File: src/hdl/ebc_pkg.sv
// Purpose: Constants for the chip select and SDRAM timing block
// Assumes: One clock, the doubled peripheral clock, 10 MHz
// Notes: Register byte address is four times its index
package ebc_pkg;
  localparam int CLK_HZ = 10000000;
  localparam int NUM_CS = 4;
  localparam int SDRAM_CS = 3;
  // Register indices
  localparam logic [5:0] IDX_TIMING = 6'h09;
  localparam logic [5:0] IDX_CS0 = 6'h10;
  localparam logic [1:0] SUB_SIZE_TYPE = 2'h0;
  localparam logic [1:0] SUB_SRAM_WAIT = 2'h1;
  localparam logic [1:0] SUB_BASE = 2'h2;
  localparam logic [5:0] IDX_STATUS = 6'h20;
  // Field positions
  localparam int WR_LSB = 6;
  localparam int ESR_LSB = 3;
  localparam int RCD_LSB = 0;
  localparam int SIZE_LSB = 2;
  localparam int MODE_LSB = 0;
  localparam int BASE_LSB = 4;
  localparam int SRREQ_BIT = 2;
  // Reset values
  localparam logic [7:0] TIMING_RST = 8'h00;
  localparam logic [4:0] SIZE_RST = 5'h00;
  localparam logic [1:0] MODE_RST = 2'h0;
  localparam logic [2:0] SRAM_WAIT_RST = 3'h0;
  localparam logic [11:0] BASE_RST = 12'h000;
  // Size codes
  localparam logic [4:0] SIZE_FULL = 5'h10;
  localparam int SIZE_MIN_LOG2 = 8;
  typedef enum logic [1:0] {
    EBC_MODE_OFF = 2'b00,
    EBC_MODE_SRAM = 2'b01,
    EBC_MODE_LOW_PIN_COUNT_SRAM = 2'b10,
    EBC_MODE_SDRAM = 2'b11
  } ebc_mode_t;
  typedef enum logic [2:0] {
    EBC_CMD_NOP = 3'b000,
    EBC_CMD_ACTIVE = 3'b001,
    EBC_CMD_READ = 3'b010,
    EBC_CMD_WRITE = 3'b011,
    EBC_CMD_SELF_REFRESH = 3'b100
  } ebc_cmd_t;
endpackage

File: src/hdl/ebc_win_if.sv
// Purpose: Carries one chip select window to its decoder
// Assumes: Same clock domain on both sides
// Notes: Decoder answer is combinational
`timescale 1ns/1ps
interface ebc_win_if;
  logic [4:0] size_code;
  logic [1:0] mode;
  logic [11:0] base;
  logic [23:0] addr;
  logic hit;
  modport owner (output size_code, output mode, output base, output addr, input hit);
  modport decoder (input size_code, input mode, input base, input addr, output hit);
endinterface

File: src/hdl/ebc_cs_decode.sv
// Purpose: Address window match for one chip select
// Assumes: Base bits 11:8 read as zero
// Notes: Reserved size codes never match
`timescale 1ns/1ps
module ebc_cs_decode (
  ebc_win_if.decoder win
);
  logic [23:8] mask;
  logic [23:8] base_full;

  assign base_full = {win.base, 4'h0};

  always_comb begin
    for (int i = 8; i <= 23; i++) begin
      mask[i] = (i - ebc_pkg::SIZE_MIN_LOG2) >= int'(win.size_code);
    end
  end

  assign win.hit = (win.mode != ebc_pkg::EBC_MODE_OFF) &&
                   (win.size_code <= ebc_pkg::SIZE_FULL) &&
                   (((win.addr[23:8] ^ base_full) & mask) == 16'h0000);
endmodule

File: src/hdl/ebc_delay_cnt.sv
// Purpose: Loadable down counter for command spacing
// Assumes: Load value is a cycle count
// Notes: zero is high once the loaded count has elapsed
`timescale 1ns/1ps
module ebc_delay_cnt #(
  parameter int W = 3
) (
  // Clock and reset
  input wire logic clk,
  input wire logic reset_n,
  // Control
  input wire logic load,
  input wire logic [W-1:0] value,
  // Status
  output logic zero
);
  logic [W-1:0] cnt_reg;

  always_ff @(posedge clk) begin
    if (!reset_n) begin
      cnt_reg <= '0;
    end else if (load) begin
      cnt_reg <= value;
    end else if (cnt_reg != '0) begin
      cnt_reg <= cnt_reg - W'(1);
    end
  end

  assign zero = (cnt_reg == '0);
endmodule

File: src/hdl/ebc_top.sv
// Purpose: Chip select windows, SRAM wait states and SDRAM timing
// Assumes: Classic Wishbone slave, memory requester on the same clock
// Notes: One access at a time; requester holds mem_req until mem_ack
`timescale 1ns/1ps
module ebc_top (
  // Clock and reset
  input wire logic clk,
  input wire logic reset_n,
  // Wishbone slave
  input wire logic wb_cyc_i,
  input wire logic wb_stb_i,
  input wire logic wb_we_i,
  input wire logic [7:0] wb_adr_i,
  input wire logic [3:0] wb_sel_i,
  input wire logic [31:0] wb_dat_i,
  output logic [31:0] wb_dat_o,
  output logic wb_ack_o,
  // Memory access requests
  input wire logic mem_req,
  input wire logic mem_we,
  input wire logic [23:0] mem_addr,
  output logic mem_ack,
  output logic mem_err,
  // External memory side
  output logic [3:0] cs_n,
  output logic [2:0] sd_cmd,
  output logic sd_cke
);
  typedef enum logic [2:0] {
    ST_IDLE = 3'b000,
    ST_SRAM = 3'b001,
    ST_RCD = 3'b010,
    ST_WREC = 3'b011,
    ST_SELF = 3'b100,
    ST_EXIT = 3'b101
  } ebc_state_t;

  ebc_state_t state_reg;
  logic [7:0] timing_reg;
  logic [4:0] size_reg [ebc_pkg::NUM_CS];
  logic [1:0] mode_reg [ebc_pkg::NUM_CS];
  logic [2:0] sram_wait_reg [ebc_pkg::NUM_CS];
  logic [11:0] base_reg [ebc_pkg::NUM_CS];
  logic [3:0] last_hit_reg;
  logic [3:0] hit;
  logic [5:0] idx;
  logic cs_area;
  logic [1:0] cs_num;
  logic [1:0] sub;
  logic wb_go;
  logic wb_wr;
  logic [31:0] rd_data;
  logic [1:0] wr_cyc;
  logic [2:0] esr_cyc;
  logic [2:0] rcd_cyc;
  logic sdram_on;
  logic sr_req;
  logic any_hit;
  logic [1:0] sel_cs;
  logic sel_sdram;
  logic cnt_load;
  logic [2:0] cnt_value;
  logic cnt_zero;

  // Window decoders, one per chip select
  for (genvar g = 0; g < ebc_pkg::NUM_CS; g++) begin : g_win
    ebc_win_if win ();
    assign win.size_code = size_reg[g];
    assign win.mode = mode_reg[g];
    assign win.base = base_reg[g];
    assign win.addr = mem_addr;
    assign hit[g] = win.hit;
    ebc_cs_decode i_ebc_cs_decode (
      .win(win.decoder)
    );
  end

  // Register decode
  assign idx = wb_adr_i[7:2];
  assign cs_area = (idx[5:4] == ebc_pkg::IDX_CS0[5:4]);
  assign cs_num = idx[3:2];
  assign sub = idx[1:0];
  assign wb_go = wb_cyc_i && wb_stb_i && !wb_ack_o;
  assign wb_wr = wb_go && wb_we_i;

  assign wr_cyc = timing_reg[ebc_pkg::WR_LSB +: 2];
  assign esr_cyc = timing_reg[ebc_pkg::ESR_LSB +: 3];
  assign rcd_cyc = timing_reg[ebc_pkg::RCD_LSB +: 3];

  assign sdram_on = (mode_reg[ebc_pkg::SDRAM_CS] == ebc_pkg::EBC_MODE_SDRAM);
  assign sr_req = sdram_on && sram_wait_reg[ebc_pkg::SDRAM_CS][ebc_pkg::SRREQ_BIT];

  // Lowest numbered matching window wins on overlap
  always_comb begin
    any_hit = 1'b0;
    sel_cs = 2'h0;
    for (int i = ebc_pkg::NUM_CS - 1; i >= 0; i--) begin
      if (hit[i]) begin
        any_hit = 1'b1;
        sel_cs = 2'(i);
      end
    end
  end
  assign sel_sdram = (mode_reg[sel_cs] == ebc_pkg::EBC_MODE_SDRAM);

  always_ff @(posedge clk) begin
    if (!reset_n) begin
      wb_ack_o <= 1'b0;
    end else begin
      wb_ack_o <= wb_go;
    end
  end

  always_ff @(posedge clk) begin
    if (!reset_n) begin
      timing_reg <= ebc_pkg::TIMING_RST;
    end else if (wb_wr && idx == ebc_pkg::IDX_TIMING && wb_sel_i[0]) begin
      timing_reg <= wb_dat_i[7:0];
    end
  end

  // Chip select configuration writes
  always_ff @(posedge clk) begin
    if (!reset_n) begin
      for (int i = 0; i < ebc_pkg::NUM_CS; i++) begin
        size_reg[i] <= ebc_pkg::SIZE_RST;
        mode_reg[i] <= ebc_pkg::MODE_RST;
        sram_wait_reg[i] <= ebc_pkg::SRAM_WAIT_RST;
        base_reg[i] <= ebc_pkg::BASE_RST;
      end
    end else if (wb_wr && cs_area) begin
      if (sub == ebc_pkg::SUB_SIZE_TYPE && wb_sel_i[0]) begin
        size_reg[cs_num] <= wb_dat_i[ebc_pkg::SIZE_LSB +: 5];
        if (wb_dat_i[1:0] == ebc_pkg::EBC_MODE_SDRAM && cs_num != 2'(ebc_pkg::SDRAM_CS)) begin
          mode_reg[cs_num] <= ebc_pkg::EBC_MODE_OFF;
        end else begin
          mode_reg[cs_num] <= wb_dat_i[ebc_pkg::MODE_LSB +: 2];
        end
      end
      // wait states, self-refresh request share bits 2:0
      if (sub == ebc_pkg::SUB_SRAM_WAIT && wb_sel_i[0]) begin
        sram_wait_reg[cs_num] <= wb_dat_i[2:0];
      end
      if (sub == ebc_pkg::SUB_BASE) begin
        if (wb_sel_i[0]) begin
          base_reg[cs_num][3:0] <= wb_dat_i[ebc_pkg::BASE_LSB +: 4];
        end
        if (wb_sel_i[1]) begin
          base_reg[cs_num][11:4] <= wb_dat_i[15:8];
        end
      end
    end
  end

  // Read mux; unmapped reads return zero
  always_comb begin
    rd_data = 32'h0000_0000;
    if (idx == ebc_pkg::IDX_TIMING) begin
      rd_data[7:0] = timing_reg;
    end else if (idx == ebc_pkg::IDX_STATUS) begin
      rd_data[0] = (state_reg != ST_IDLE);
      rd_data[1] = (state_reg == ST_SELF);
      rd_data[2] = sd_cke;
      rd_data[7:4] = last_hit_reg;
    end else if (cs_area) begin
      unique case (sub)
        ebc_pkg::SUB_SIZE_TYPE: rd_data[6:0] = {size_reg[cs_num], mode_reg[cs_num]};
        ebc_pkg::SUB_SRAM_WAIT: rd_data[2:0] = sram_wait_reg[cs_num];
        ebc_pkg::SUB_BASE: rd_data[15:4] = base_reg[cs_num];
        default: rd_data = 32'h0000_0000;
      endcase
    end
  end

  always_ff @(posedge clk) begin
    if (!reset_n) begin
      wb_dat_o <= 32'h0000_0000;
    end else if (wb_go) begin
      wb_dat_o <= rd_data;
    end
  end

  // Delay counter load, one shared counter for every spacing
  always_comb begin
    cnt_load = 1'b0;
    cnt_value = 3'h0;
    unique case (state_reg)
      ST_IDLE: begin
        if (!sr_req && mem_req && !mem_ack && any_hit && !sel_sdram) begin
          cnt_load = 1'b1;
          cnt_value = sram_wait_reg[sel_cs];
        end else if (!sr_req && mem_req && !mem_ack && any_hit) begin
          cnt_load = 1'b1;
          cnt_value = rcd_cyc;
        end
      end
      ST_RCD: begin
        if (cnt_zero && mem_we) begin
          cnt_load = 1'b1;
          cnt_value = {1'b0, wr_cyc};
        end
      end
      ST_SELF: begin
        if (!sr_req) begin
          cnt_load = 1'b1;
          cnt_value = esr_cyc;
        end
      end
      default: begin
        cnt_load = 1'b0;
      end
    endcase
  end

  ebc_delay_cnt #(
    .W(3)
  ) i_ebc_delay_cnt (
    .clk(clk),
    .reset_n(reset_n),
    .load(cnt_load),
    .value(cnt_value),
    .zero(cnt_zero)
  );

  // Access sequencer; ack blocks the held request for one cycle
  always_ff @(posedge clk) begin
    if (!reset_n) begin
      state_reg <= ST_IDLE;
      cs_n <= 4'hf;
      sd_cmd <= ebc_pkg::EBC_CMD_NOP;
      sd_cke <= 1'b1;
      mem_ack <= 1'b0;
      mem_err <= 1'b0;
      last_hit_reg <= 4'h0;
    end else begin
      mem_ack <= 1'b0;
      mem_err <= 1'b0;
      sd_cmd <= ebc_pkg::EBC_CMD_NOP;
      unique case (state_reg)
        ST_IDLE: begin
          if (sr_req) begin
            sd_cmd <= ebc_pkg::EBC_CMD_SELF_REFRESH;
            sd_cke <= 1'b0;
            state_reg <= ST_SELF;
          end else if (mem_req && !mem_ack) begin
            if (!any_hit) begin
              mem_ack <= 1'b1;
              mem_err <= 1'b1;
              last_hit_reg <= 4'h0;
            end else begin
              cs_n <= ~(4'h1 << sel_cs);
              last_hit_reg <= 4'h1 << sel_cs;
              if (sel_sdram) begin
                sd_cmd <= ebc_pkg::EBC_CMD_ACTIVE;
                state_reg <= ST_RCD;
              end else begin
                state_reg <= ST_SRAM;
              end
            end
          end
        end
        ST_SRAM: begin
          if (cnt_zero) begin
            cs_n <= 4'hf;
            mem_ack <= 1'b1;
            state_reg <= ST_IDLE;
          end
        end
        ST_RCD: begin
          if (cnt_zero) begin
            sd_cmd <= mem_we ? ebc_pkg::EBC_CMD_WRITE : ebc_pkg::EBC_CMD_READ;
            if (mem_we) begin
              state_reg <= ST_WREC;
            end else begin
              cs_n <= 4'hf;
              mem_ack <= 1'b1;
              state_reg <= ST_IDLE;
            end
          end
        end
        ST_WREC: begin
          if (cnt_zero) begin
            cs_n <= 4'hf;
            mem_ack <= 1'b1;
            state_reg <= ST_IDLE;
          end
        end
        ST_SELF: begin
          if (!sr_req) begin
            sd_cke <= 1'b1;
            state_reg <= ST_EXIT;
          end
        end
        ST_EXIT: begin
          if (cnt_zero) begin
            state_reg <= ST_IDLE;
          end
        end
        default: begin
          state_reg <= ST_IDLE;
        end
      endcase
    end
  end
endmodule

File: config.mk
export PLATFORM = sky130hd
export DESIGN_NAME = ebc_top
export DESIGN_NICKNAME = d
export VERILOG_FILES = /design/src/hdl/ebc_pkg.sv /design/src/hdl/ebc_win_if.sv /design/src/hdl/ebc_cs_decode.sv /design/src/hdl/ebc_delay_cnt.sv /design/src/hdl/ebc_top.sv
export SDC_FILE = /design/constraint.sdc
export NUM_CORES = 1
export LEC_CHECK = 0
export BUFFER_PORTS_ARGS = -buffer_cell sky130_fd_sc_hd__buf_2
export CAP_MARGIN = 20
export CORE_AREA = 2 2 127 129
export DETAILED_ROUTE_END_ITERATION = 6
export DIE_AREA = 0 0 129 131
export PLACE_DENSITY = 0.75
export SETUP_SLACK_MARGIN = 0.3
export SLEW_MARGIN = 40
export SYNTH_ARGS = -nofsm -noshare
export SYNTH_HDL_FRONTEND = slang
export SYNTH_HIERARCHICAL = 1
export SYNTH_SLANG_ARGS = --single-unit
File: constraint.sdc
create_clock -name clk -period 3.2 [get_ports clk]
set_input_delay 0.48 -clock clk [delete_from_list [all_inputs] [get_ports clk]]
set_output_delay 0.48 -clock clk [all_outputs]
set_load 0.1 [all_outputs]
==> impl_metrics.toml <==
[timing]
maxSlewViolCount = 0
fmax_ghz = 0.3223
setup_viol = 0
slew_headroom_pct = 51.37
grt_setup_unrepaired = "yes"
holdWs_ns = 0.3599
skew_ns = 0.009243
worstMarginPinSlew_ns = 0.7218
worst_slack_ns = 0.09710
hold_viol_final = 0
min_period_ns = 3.103
post-route-period-util_pct = 96.97

[critical_path]
reg2regPathDepth = 13
worstPathMaxFanout = 8
worstPathCellList = "or3_4 -> nor2_2 -> a21oi_1 -> a21oi_2 -> a221oi_4 -> buf_12 -> buf_6 -> or4_4 -> nand2_4 -> nor2_2 -> or3_4 -> nor4b_4 -> a2111oi_2"
start_kind = "register"
crit_buf_inv = 2
slowest_stage = "or4_4"
critical_path_class = "reg -> reg"
cp.required_ns = 3.51
cp.depth = 13
end_kind = "register"
cp_slowest_stage_delay_ns = 0.50
path_delay_family = "simple AND/OR/NAND/NOR gates"
worstPathArrival_ns = 3.41

[cts]
cts.path.max_buffers = 2
numCtsBuffers = 17
clock_sinks = 133
htree_num_levels = 4
insertion_delay_ns = 0.43
hold_buffers = 0
cts-root-buf = "clkbuf_16"
path_clk_slew_ns = 0.06
cts_tree = "yes"

[yosys]
async_flop_share_pct = 0
yosysTopAreaCell = "edfxtp_1"
ys_seq_elements = 133
synth_area_leaders = "edfxtp_1 (33%), dfxtp_1 (11%), mux4_2 (5.7%)"
syn_inst = 753
syn_area_um2 = 7891
seq_area_frac_synth_pct = 44.90
avgSynthCellArea_um2 = 10.48
synth_edf_count = 88
yosys.cell_count.top_type = "edfxtp_1"
yosys_warnings = 6
yosysUniqueCellTypes = 78
synth_top_area_share_pct = 33.49
synth_flop_cell = "edfxtp_1"
synth.top_cells.by_count = "edfxtp_1 (88), nor2_1 (78), and2_1 (54)"

[place]
gp_congestion = 0.9583
portBuffers = 73
hpwl_um = 16350
dp_slack_ns = -0.1694

[cells_and_area]
syn2layout_area_growth_pct = 23.20
n_fill_cell = 1203
fin_nets = 964
fin_util_pct = 62.33
drive_gt1_share_pct = 30.44
largest_register_ff_count = 48

[die]
rows = 46
io_pins = 118
core_area_um2 = 15600
fp.dieW_um = 129
die_area_um2 = 16900
start_util_pct = 50.59
die_height_um = 131

[power]
p_leak_nw = 3.805
vdd_drop_max_uv = 396.0
p_per_area_nw_per_um2 = 488.4

[global_route]
grt_overflow = 0
grt_pass1_wl_um = 34340
track_usage_pct = 27.42
grt_max_degree = 32
grt_pass1_vias = 6243
antenna_found_initial = 1

[min_path]
hold_depth = 2
worst_hold_path_type = "in -> reg"

[route]
remaining_drc_errors = 0
drtPass1Iterations = 5
wl_per_cell_um = 20.73
viasPerCell = 6.029
vias = 6734
antenna_left = 0
routed_wirelength_um = 23150
drt_iter0_drc = 857

[outcome]
status = "complete, no violations"

[flow_run]
max_cap_viol_count = 0
repair_timing:
| action | in CTS | in global routing |
|---|---|---|
| gates resized for setup | 31 | 27 |
| endpoints found under the setup margin | 4 | 11 |
| buffers inserted | 16 | 14 |
| pin swaps | 22 | 23 |
| cloned | 0 | 0 |
power breakdown:
group | switching (mW) | internal [mW]
combinational | 0.548 | 0.325
clock | 0.816 | 1.08
sequential | 0.0745 | 1.90
through the flow:
| stage | TNS, ns | cells | power (mW) | instance area [um2] |
|---|---|---|---|---|
| floorplan | 0 | 768 | 2.544 | 7973 |
| global placement | -0.2094 | 1054 | 2.745 | 8652 |
| detailed placement | -0.3883 | 1054 | 2.757 | 8652 |
| CTS | 0 | 1102 | 4.714 | 9509 |
| global route | -0.2966 | 1117 | 4.886 | 9722 |
| finish | 0 | 1117 | 4.748 | 9722 |
path summary, 6_finish.rpt:
kind	start	to	slack, ns
worst max register to register	size_reg[0][0]	i_ebc_delay_cnt/cnt_reg[1]	0.1
worst min register to register	cs_n[0]	cs_n[0]	0.46
worst max-delay path	size_reg[0][0]	i_ebc_delay_cnt/cnt_reg[1]	0.1
worst min-delay path	wb_dat_i[10]	base_reg[2][6]	0.36
metal layers:
layer,vias up,part of all wire [%],GRT usage (%)
li1,3043,-,-
met1,3253,40,36.22
met2,383,48,44.32
met3,55,9.8,6.393
met4,0,2.6,10.36
met5,-,0,0
cells by family after synthesis:
group	Yosys count	share of synthesized area (%)
other	1	0.04752
adder cells (fa/ha/maj)	2	0.3171
XOR/XNOR	48	5.327
AND/OR/NAND/NOR	291	21.55
AO/OA/AOI/OAI	170	14.56
multiplexers	34	7.500
flip-flops	133	44.90
buffers and inverters	74	5.803
placed cells by master (no fill, tap or decap), types with 5 or more instances in the layout:
cell,n
nand3_1,10
inv_6,5
nor3b_1,5
buf_6,12
mux2i_1,13
edfxtp_1,88
nor2_1,76
nand2b_1,9
nor2b_1,17
o21ai_0,33
nand2_1,30
mux4_2,20
a31oi_1,7
o221ai_1,6
o21ai_1,9
a22oi_1,12
clkbuf_16,17
dfxtp_1,45
buf_2,73
nor3_1,9
buf_4,72
xnor2_1,21
xor2_1,22
a21oi_2,5
and2_1,54
inv_1,13
conb_1,16
and3_1,20
a21oi_1,47
nand4_1,12
or3_4,5
a2111oi_2,6
layout make-up:
cell class	instances	area [um2]	area share [%]
Antenna cell	1	2.502	0.02574
Clock buffer	17	425.4	4.376
Clock inverter	15	145.1	1.493
Inverter	14	52.55	0.5405
Multi-Input combinational cell	561	4182	43.01
Sequential cell	133	3543	36.45
Tap cell	216	270.3	2.780
Timing Repair Buffer	160	1101	11.33
worst reg2reg max path, delay by kind of cell (launching register included):
family,cells,cell delay [ns]
buffers and inverters,2,0.27
DFF,1,0.43
and+or+nand+nor,7,1.88
AOI/OAI and AO/OA,4,0.42
Note: power is estimated with default switching activity, not from simulation.
